File: src/shared/capture_defines.vh
// Constants for the satellite sample capture block
`ifndef CAPTURE_DEFINES_VH
`define CAPTURE_DEFINES_VH

// Register offsets (byte addresses)
`define OFS_CAPTURE_CONFIG   8'h24
`define OFS_SWITCHOVER       8'h28
`define OFS_TRACKED_TOTAL    8'h2c
`define OFS_DOWN_COUNT       8'h30
`define OFS_CAPTURE_STATUS   8'h34

// Register widths and reset values
`define ADDR_W               8
`define DATA_W               32
`define CFG_W                6
`define RST_CONFIG           6'h00
`define RST_WORD             32'h0000_0000

// Configuration bit positions
`define CFG_ENABLE           0
`define CFG_FMT_LO           1
`define CFG_FMT_HI           2
`define CFG_WIDE             3
`define CFG_INVERT           4
`define CFG_TRACK            5

// Serialization formats
`define FMT_UNPACKED         2'h0
`define FMT_PACKED           2'h1
`define FMT_SUPER            2'h2

// Sample widths in bits, sign included
`define SAMPLE_NARROW        3'h2
`define SAMPLE_WIDE          3'h4
`define BYTE_BITS            4'h8

// Tracking state codes
`define ST_ACQUIRE           2'h0
`define ST_PENDING           2'h1
`define ST_TRACKING          2'h2

`endif

File: src/design/gnss_sample_capture.v
// Satellite receiver sample capture, alternate user of the receive FIFO
//
// Overview of operation
// - While capture is enabled the receive FIFO takes only samples.
// - Setting the enable bit starts deserializing link activity at once.
// - The tracking bit chooses storing samples or counting them.
// - The clock polarity bit inverts the link clock before use.
// - The width bit chooses one or three magnitude bits per sample.
// - A two-bit field picks unpacked, packed or super packed bytes.
// - A read-write word holds the start value of the down-counter.
// - After tracking is asked for, storing goes on until expiry.
// - In tracking with the counter at zero, samples bump the total.
// - The total clears as tracking is entered at a zero count.
// - Dropping the tracking bit freezes the total until next entry.
// - Dropping the tracking bit resumes storing into the FIFO.
// - Dropping the tracking bit reloads the down-counter.
//
`timescale 1ns/10ps
`include "capture_defines.vh"

module gnss_sample_capture
(
    // System
    input  wire                 clk,
    input  wire                 reset_n,

    // Register port
    input  wire [`ADDR_W-1:0]   reg_addr,
    input  wire [`DATA_W-1:0]   reg_wdata,
    input  wire                 reg_write,
    input  wire                 reg_read,
    output reg  [`DATA_W-1:0]   reg_rdata,

    // Receiver front end link
    input  wire                 link_clk,
    input  wire                 link_data,

    // Receive data offered by the SPI function
    input  wire [7:0]           spi_rx_data,
    input  wire                 spi_rx_push,
    output wire                 spi_rx_denied,

    // Receive FIFO write side
    output reg  [7:0]           rx_fifo_wdata,
    output reg                  rx_fifo_push
);

    // Software state
    reg  [`CFG_W-1:0]  config_reg;
    reg  [`DATA_W-1:0] switchover_preset_reg;
    reg  [`DATA_W-1:0] tracked_sample_total_reg;
    reg  [`DATA_W-1:0] tracked_sample_total_next;

    // Switchover machinery
    reg  [`DATA_W-1:0] down_count_reg;
    reg  [`DATA_W-1:0] down_count_next;
    reg  [1:0]         state_reg;
    reg  [1:0]         state_next;
    reg                store_ok;

    // Datapath glue
    wire               enable;
    wire               track_req;
    wire               wide;
    wire               invert_clk;
    wire [1:0]         format;
    wire               bit_strobe;
    wire               bit_value;
    wire               sample_done;
    wire               byte_valid;
    wire [7:0]         byte_data;
    reg  [`DATA_W-1:0] read_word;

    // Bits above the field are not stored and read back as zero
    // Field decode of the configuration word
    assign enable     = config_reg[`CFG_ENABLE];
    assign track_req  = config_reg[`CFG_TRACK];
    assign wide       = config_reg[`CFG_WIDE];
    assign invert_clk = config_reg[`CFG_INVERT];
    assign format     = config_reg[`CFG_FMT_HI:`CFG_FMT_LO];

    // SPI is shut out of the receive FIFO for as long as capture runs
    // Taken straight from the register, so denial lands at once
    assign spi_rx_denied = enable;

    // Register match helper for the write decoder
    function is_reg;
        input [`ADDR_W-1:0] addr;
        input [`ADDR_W-1:0] offset;
        begin
            is_reg = (addr == offset);
        end
    endfunction

    // Saturating decrement, so the counter parks at zero
    // A wrap would restart the switchover wait from the top
    function [`DATA_W-1:0] dec_sat;
        input [`DATA_W-1:0] value;
        begin
            if (value == `RST_WORD)
                dec_sat = `RST_WORD;
            else
                dec_sat = value - 32'h0000_0001;
        end
    endfunction

    // Polarity should change only while capture is off, else a
    // false link edge can reach the packer
    // Link pins: synchronised, polarity chosen, edges found
    link_sampler u_link_sampler
    (
        .clk        (clk),
        .reset_n    (reset_n),
        .link_clk   (link_clk),
        .link_data  (link_data),
        .invert_clk (invert_clk),
        .bit_strobe (bit_strobe),
        .bit_value  (bit_value)
    );

    // Bits to samples to bytes; held cleared while capture is off
    // Clearing drops a half-built sample; restart on a boundary
    sample_packer u_sample_packer
    (
        .clk         (clk),
        .reset_n     (reset_n),
        .clear       (~enable),
        .wide        (wide),
        .format      (format),
        .bit_strobe  (bit_strobe),
        .bit_value   (bit_value),
        .sample_done (sample_done),
        .byte_valid  (byte_valid),
        .byte_data   (byte_data)
    );

    // Register writes; the total and live counter are read only
    // Writes to read-only or unmapped places are simply dropped
    always @(posedge clk or negedge reset_n)
    begin
        if (!reset_n)
        begin
            config_reg            <= `RST_CONFIG;
            switchover_preset_reg <= `RST_WORD;
        end
        else if (reg_write)
        begin
            if (is_reg(reg_addr, `OFS_CAPTURE_CONFIG))
                config_reg <= reg_wdata[`CFG_W-1:0];
            if (is_reg(reg_addr, `OFS_SWITCHOVER))
                switchover_preset_reg <= reg_wdata;
        end
    end

    // Read decode; the status word lets software see a pending
    // switch before it happens
    always @*
    begin
        read_word = `RST_WORD;
        case (reg_addr)
            `OFS_CAPTURE_CONFIG:
            begin
                read_word = {26'h0, config_reg};
            end
            `OFS_SWITCHOVER:
            begin
                read_word = switchover_preset_reg;
            end
            `OFS_TRACKED_TOTAL:
            begin
                read_word = tracked_sample_total_reg;
            end
            `OFS_DOWN_COUNT:
            begin
                read_word = down_count_reg;
            end
            `OFS_CAPTURE_STATUS:
            begin
                read_word = {30'h0, state_reg};
            end
            default:
            begin
                read_word = `RST_WORD; // Unmapped reads return zero
            end
        endcase
    end

    // Register reads: data stand in the cycle after the strobe only
    always @(posedge clk or negedge reset_n)
    begin
        if (!reset_n)
            reg_rdata <= `RST_WORD;
        else if (reg_read)
            reg_rdata <= read_word;
        else
            reg_rdata <= `RST_WORD;
    end

    // Next state of the acquire / pending / tracking sequence
    // A preset of zero passes through pending in one cycle
    always @*
    begin
        state_next = state_reg;
        case (state_reg)
            `ST_ACQUIRE:
            begin
                if (track_req)
                    state_next = `ST_PENDING;
            end
            `ST_PENDING:
            begin
                // Storing continues until the count has run out
                if (!track_req)
                    state_next = `ST_ACQUIRE;
                else if (down_count_reg == `RST_WORD)
                    state_next = `ST_TRACKING;
            end
            `ST_TRACKING:
            begin
                // No count is waited for on the way out
                if (!track_req)
                    state_next = `ST_ACQUIRE;
            end
            default:
            begin
                state_next = `ST_ACQUIRE;
            end
        endcase
    end

    // Down-counter: loaded in acquire and on release, steps per pending sample
    // Counting whole samples keeps it in step with the chunk size
    // handed to the multichannel DMA engine
    always @*
    begin
        down_count_next = down_count_reg;
        case (state_reg)
            `ST_PENDING:
            begin
                if (!track_req)
                    down_count_next = switchover_preset_reg;
                else if (sample_done)
                    down_count_next = dec_sat(down_count_reg);
            end
            `ST_TRACKING:
            begin
                if (!track_req)
                    down_count_next = switchover_preset_reg;
            end
            default:
            begin
                // Follows the preset so a late write still takes effect
                down_count_next = switchover_preset_reg;
            end
        endcase
    end

    // Sample total: cleared on entry, counts in tracking, else held
    always @*
    begin
        tracked_sample_total_next = tracked_sample_total_reg;
        if (state_reg == `ST_PENDING && state_next == `ST_TRACKING)
            tracked_sample_total_next = `RST_WORD;
        else if (state_reg == `ST_TRACKING && track_req && sample_done)
            tracked_sample_total_next =
                tracked_sample_total_reg + 32'h0000_0001;
        // Any other case keeps the value, frozen once tracking ends
    end

    // Sequence state flop
    always @(posedge clk or negedge reset_n)
    begin
        if (!reset_n)
        begin
            state_reg <= `ST_ACQUIRE;
        end
        else
        begin
            state_reg <= state_next;
        end
    end

    // Down-counter flop; parks at zero until tracking is released
    always @(posedge clk or negedge reset_n)
    begin
        if (!reset_n)
        begin
            down_count_reg <= `RST_WORD;
        end
        else
        begin
            down_count_reg <= down_count_next;
        end
    end

    // Sample total flop; it wraps after all ones, so software
    // should read it long before that
    always @(posedge clk or negedge reset_n)
    begin
        if (!reset_n)
        begin
            tracked_sample_total_reg <= `RST_WORD;
        end
        else
        begin
            tracked_sample_total_reg <= tracked_sample_total_next;
        end
    end

    // Bytes reach the FIFO only in acquire or pending, never in tracking
    // Pending still stores, so the chunk before the switch completes
    always @*
    begin
        store_ok = enable && (state_reg != `ST_TRACKING);
    end

    // FIFO write port; registered so both sources meet it cleanly.
    // The SPI path is cut while capture runs, even if it keeps pushing.
    // A packer byte lands two cycles after its last bit strobe
    always @(posedge clk or negedge reset_n)
    begin
        if (!reset_n)
        begin
            rx_fifo_wdata <= 8'h00;
            rx_fifo_push  <= 1'b0;
        end
        else if (enable)
        begin
            rx_fifo_wdata <= byte_data;
            rx_fifo_push  <= byte_valid && store_ok;
        end
        else
        begin
            rx_fifo_wdata <= spi_rx_data;
            rx_fifo_push  <= spi_rx_push;
        end
    end

endmodule // gnss_sample_capture

File: src/design/link_sampler.v
// Link pin synchroniser, clock polarity select and sample edge finder
`timescale 1ns/10ps
`include "capture_defines.vh"

module link_sampler
(
    // System
    input  wire       clk,
    input  wire       reset_n,
    // Link pins
    input  wire       link_clk,
    input  wire       link_data,
    // Control
    input  wire       invert_clk,
    // Sampled bit
    output reg        bit_strobe,
    output reg        bit_value
);

    reg  [1:0] clk_sync_reg;
    reg  [1:0] data_sync_reg;
    reg        clk_prev_reg;
    wire       clk_seen;

    // Inversion sits after the synchroniser so the first flop sees the pin
    assign clk_seen = clk_sync_reg[1] ^ invert_clk;

    // Two flops on each pin; data and clock share the same latency
    always @(posedge clk or negedge reset_n)
    begin
        if (!reset_n)
        begin
            clk_sync_reg  <= 2'h0;
            data_sync_reg <= 2'h0;
            clk_prev_reg  <= 1'b0;
            bit_strobe    <= 1'b0;
            bit_value     <= 1'b0;
        end
        else
        begin
            clk_sync_reg  <= {clk_sync_reg[0], link_clk};
            data_sync_reg <= {data_sync_reg[0], link_data};
            clk_prev_reg  <= clk_seen;
            // Rising edge of the (possibly inverted) link clock
            bit_strobe    <= clk_seen & ~clk_prev_reg;
            bit_value     <= data_sync_reg[1];
        end
    end

endmodule // link_sampler

File: src/design/sample_packer.v
// Sample deserializer and byte packer for the receive FIFO
`timescale 1ns/10ps
`include "capture_defines.vh"

module sample_packer
(
    // System
    input  wire       clk,
    input  wire       reset_n,
    // Control
    input  wire       clear,
    input  wire       wide,
    input  wire [1:0] format,
    // Serial bits
    input  wire       bit_strobe,
    input  wire       bit_value,
    // Results
    output reg        sample_done,
    output reg        byte_valid,
    output reg  [7:0] byte_data
);

    reg  [3:0] sample_reg;
    reg  [2:0] sample_cnt_reg;
    reg  [7:0] super_reg;
    reg  [3:0] super_cnt_reg;
    reg  [3:0] half_reg;
    reg        half_full_reg;
    wire [2:0] sample_bits;
    wire [3:0] sample_next;
    wire [3:0] sample_nib;
    wire       sample_end;
    wire       super_end;

    assign sample_bits = wide ? `SAMPLE_WIDE : `SAMPLE_NARROW;
    assign sample_next = {sample_reg[2:0], bit_value};
    // Narrow samples keep two bits; the two bits above them are forced to zero
    assign sample_nib  = wide ? sample_next : {2'h0, sample_next[1:0]};
    assign sample_end  = bit_strobe && (sample_cnt_reg + 3'h1 == sample_bits);
    assign super_end   = bit_strobe && (super_cnt_reg + 4'h1 == `BYTE_BITS);

    // Sign first, then magnitude; bytes formed as the format asks
    always @(posedge clk or negedge reset_n)
    begin
        if (!reset_n)
        begin
            sample_reg     <= 4'h0;
            sample_cnt_reg <= 3'h0;
            super_reg      <= 8'h00;
            super_cnt_reg  <= 4'h0;
            half_reg       <= 4'h0;
            half_full_reg  <= 1'b0;
            sample_done    <= 1'b0;
            byte_valid     <= 1'b0;
            byte_data      <= 8'h00;
        end
        else if (clear)
        begin
            // Partial samples are lost on purpose when capture stops
            sample_reg     <= 4'h0;
            sample_cnt_reg <= 3'h0;
            super_cnt_reg  <= 4'h0;
            half_full_reg  <= 1'b0;
            sample_done    <= 1'b0;
            byte_valid     <= 1'b0;
        end
        else
        begin
            sample_done <= sample_end;
            byte_valid  <= 1'b0;
            if (bit_strobe)
            begin
                sample_reg     <= sample_next;
                sample_cnt_reg <= sample_end ? 3'h0 : sample_cnt_reg + 3'h1;
                super_reg      <= {super_reg[6:0], bit_value};
                super_cnt_reg  <= super_end ? 4'h0 : super_cnt_reg + 4'h1;
            end
            case (format)
                `FMT_PACKED:
                begin
                    if (sample_end)
                    begin
                        half_reg      <= sample_nib;
                        half_full_reg <= ~half_full_reg;
                        byte_valid    <= half_full_reg;
                        byte_data     <= {half_reg, sample_nib};
                    end
                end
                `FMT_SUPER:
                begin
                    if (super_end)
                    begin
                        byte_valid <= 1'b1;
                        byte_data  <= {super_reg[6:0], bit_value};
                    end
                end
                default:
                begin
                    // Unpacked; the reserved code behaves the same
                    if (sample_end)
                    begin
                        byte_valid <= 1'b1;
                        byte_data  <= {4'h0, sample_nib};
                    end
                end
            endcase
        end
    end

endmodule // sample_packer

File: config.mk
export PLATFORM = sky130hd
export DESIGN_NAME = gnss_sample_capture
export DESIGN_NICKNAME = d
export VERILOG_FILES = /design/src/design/gnss_sample_capture.v /design/src/design/link_sampler.v /design/src/design/sample_packer.v
export VERILOG_INCLUDE_DIRS = /design/src /design/src/shared
export SDC_FILE = /design/constraint.sdc
export NUM_CORES = 1
export LEC_CHECK = 0
export BUFFER_PORTS_ARGS = -buffer_cell sky130_fd_sc_hd__buf_2
export CAP_MARGIN = 15
export CORE_MARGIN = 3
export CORE_UTILIZATION = 63
export CTS_CLUSTER_DIAMETER = 50
export DETAILED_ROUTE_END_ITERATION = 12
export PLACE_DENSITY_LB_ADDON = 0.2
export SKIP_CTS_REPAIR_TIMING = 1
export SLEW_MARGIN = 10
export SYNTH_ARGS = -nofsm -noshare
export SYNTH_HDL_FRONTEND = slang
export SYNTH_SLANG_ARGS = --single-unit
File: constraint.sdc
create_clock -name clk -period 3.8 [get_ports clk]
set_clock_uncertainty 0.2 [all_clocks]
set_input_delay 0.95 -clock clk [delete_from_list [all_inputs] [get_ports clk]]
set_output_delay 0.95 -clock clk [all_outputs]
set_load 0.02 [all_outputs]
==> run summary <==
status: finished clean
Lkg Pwr: 4.71 nW
1st-pass router iterations: 8
Inserted Clock Buffers: 17
root buffer cell: clkbuf_16
pre-CTS setup slack: 0.606 ns
initial antenna violation count: 0
NetSw: 1.15 mW
top cells by area, synth: dfrtp_1 52%, mux2_2 8.2%, a222oi_1 3.6%
Synthesis Warnings: 0
max_cap viols: 0
Fin Setup TNS: 0 ns
starting density of the core: 65.4%
gp weighted congestion: 1.01
final hold viol count: 0
CP max FO: 10
Flop pwr share: 46.8%
Core Area: 0.0135 mm²
Yosys top cell area share: 52.3%
die height: 124 µm
dpl hpwl: 15200 µm
Die Wd: 124 µm
first-pass GRT wire length: 37300 µm
fraction of layout cells with a size suffix above 1: 24.9%
fin worst setup slack: 0.778 ns
Critical Path AT: 3.15 ns
gr ovfl total: 0
FF-to-FF Start: down_count_reg[0]
post-synthesis cell area: 0.00880 mm²
commonest cells after routing, fill and taps aside: 184 x dfrtp_1, 95 x buf_2, 73 x nor2_1
worst slew margin relative to its limit: 21.0%
DR vias/cell: 6.70
H-tree depth: 4
worst slew pin tran: 1.18 ns
internal power: 3.27 mW
fin nets: 955
WL per Instance: 21.5 µm
CTS tree: yes
die area: 0.0154 mm²
Syn Area/Cell: 10.8 µm²
Slew Limit Fails: 0
pin count of the biggest net entering global routing: 104
Clk pwr share: 43.6%
clk buf depth: 2
worst hold start: u_link_sampler.clk_sync_reg[0]
Area Overhead vs Synth: 14.8%
clock insertion delay at the later pin of the skew report: 0.44 ns
vias in the first global route: 7133
Hold WC Path Type: flop to flop
syn_nets: 874
final setup vio count: 0
Max Fclk: 331 MHz
I/O Buffers: 96
Most used DFF post-synth: dfrtp_1
minimum clock period: 3.02 ns
CTS Sinks: 184
flop2flop setup slack: 0.78 ns
drt total wl: 23300 µm
final cycle utilization of the critical path: 79.5%
Global Route Usage Sum: 31.5%
drt drc: 0
Post-synth EDFFs: 0
synth unique cells: 65
via count: 7248
final std cells w/o fill: 1081
post-synthesis cell count: 811
DRT antenna net count: 0
Sw Share: 26.0%
Placed Cells incl. Taps: 1049
clk slew on worst S/H paths: 0.07 ns
pwr dens: 438 mW/mm²
Seq/Total Area, Yosys: 52.3%
number of I/O pins: 97
Required @ worst endpoint: 3.93 ns
largest area contributor in the netlist: dfrtp_1
Critical Path Start Type: flop
cell row count: 42
RSZ-0062 raised after global routing: no
Power, Total: 4.42 mW
n_diodes: 0
Worst R2R Path Depth: 8
Hold Path End: u_link_sampler.clk_sync_reg[1]
Hold Crit Depth: 0
asr flop ratio synth: 100%
1st-iter DRT viols: 1205
Setup crit end kind: flop
VDD IR-drop max: 0.388 mV
CP Class: flop to flop
Reg-to-Reg End: down_count_reg[7]
commonest non-fill, non-tap cell in the layout: dfrtp_1
final hold slack: 0.154 ns
#FFs+latches synth: 184
combinational power share: 9.5%
## cell type report
class | instances | area [µm²]
clock inverters | 14 | 208
flip-flops and latches | 184 | 4600
inverters | 18 | 67.6
clock buffers | 18 | 429
repair buffers | 114 | 634
well taps | 176 | 220
fillers | 944 | 3360
multi-input cells | 557 | 3930
## power groups by stage
| stage | Clock (mW) | Combinational (mW) | Sequential (mW) |
|---|---|---|---|
| after floorplan | 0 | 0.254 | 2.08 |
| after global placement | 0 | 0.392 | 2.10 |
| after detailed placement | 0 | 0.406 | 2.10 |
| after CTS | 1.93 | 0.412 | 2.07 |
| after global routing | 2.03 | 0.463 | 2.08 |
| final | 1.93 | 0.420 | 2.07 |
## worst max-delay path: stages, from the launching register on
cell and delay (ns):
dfrtp_1 0.49, inv_1 0.13, ha_1 0.18, nor4b_1 0.47, nand3_1 0.24, o31ai_2 0.49
buf_4 0.28, o21ai_0 0.12, a221o_1 0.32
## worst max-delay path by stage
| stage | slack [ns] | endpoint | cells past startpoint | from |
|---|---|---|---|---|
| after floorplan | 0.87 | switchover_preset_reg[10] | 6 | reg_addr[0] |
| after global placement | 0.70 | config_reg[0] | 6 | reg_addr[0] |
| after detailed placement | 0.61 | config_reg[1] | 6 | reg_addr[0] |
| after CTS | 0.87 | down_count_reg[20] | 7 | down_count_reg[0] |
| after global routing | 0.60 | down_count_reg[7] | 8 | down_count_reg[0] |
| final | 0.78 | down_count_reg[7] | 8 | down_count_reg[0] |
## logic make-up after synthesis
kind of cell             count (synthesis)  share of synthesized area [%]
AND/OR/NAND/NOR                        295                           18.1
flip-flops                             184                           52.3
AO/OA/AOI/OAI                          150                           12.9
multiplexers                            72                           9.10
buffers and inverters                   70                           3.21
XOR/XNOR                                32                           3.19
adder cells (fa/ha/maj)                  8                           1.14
## routing by layer
| metal | part of all wire [%] | track usage, % | wire, µm |
|---|---|---|---|
| met5 | 0 | 0 | 0 |
| met4 | 2.0 | 10.5 | 461 |
| met3 | 10 | 7.77 | 2350 |
| met2 | 48 | 48.5 | 11100 |
| met1 | 40 | 44.1 | 9380 |
## stage by stage
step           util (%)  area, µm²
6_report           75.1      10100
5_1_grt            75.1      10100
4_1_cts            75.0      10100
3_5_place_dp       70.3       9450
3_3_place_gp       70.3       9450
2_1_floorplan         -       8800
## Yosys cell counts, types with 6 or more instances
cell type  number
a222oi_1       32
nor4_1         15
or3_1          13
a221o_1         6
o311ai_0        6
a21oi_1        27
inv_1          18
nand3_1        30
a22oi_1         8
nor3_1         21
nand4_1        11
o31ai_1         7
or4_1          12
dfrtp_1       184
clkbuf_1       37
nor2b_1         9
mux2i_1         8
mux2_2         64
o211ai_1        8
o21ai_0        20
and2_1          9
nor2_1         73
xnor2_1        22
ha_1            8
nand2_1        53
and3_1         15
xor2_1         10
buf_2          13
Note: power is estimated with default switching activity, not from simulation.
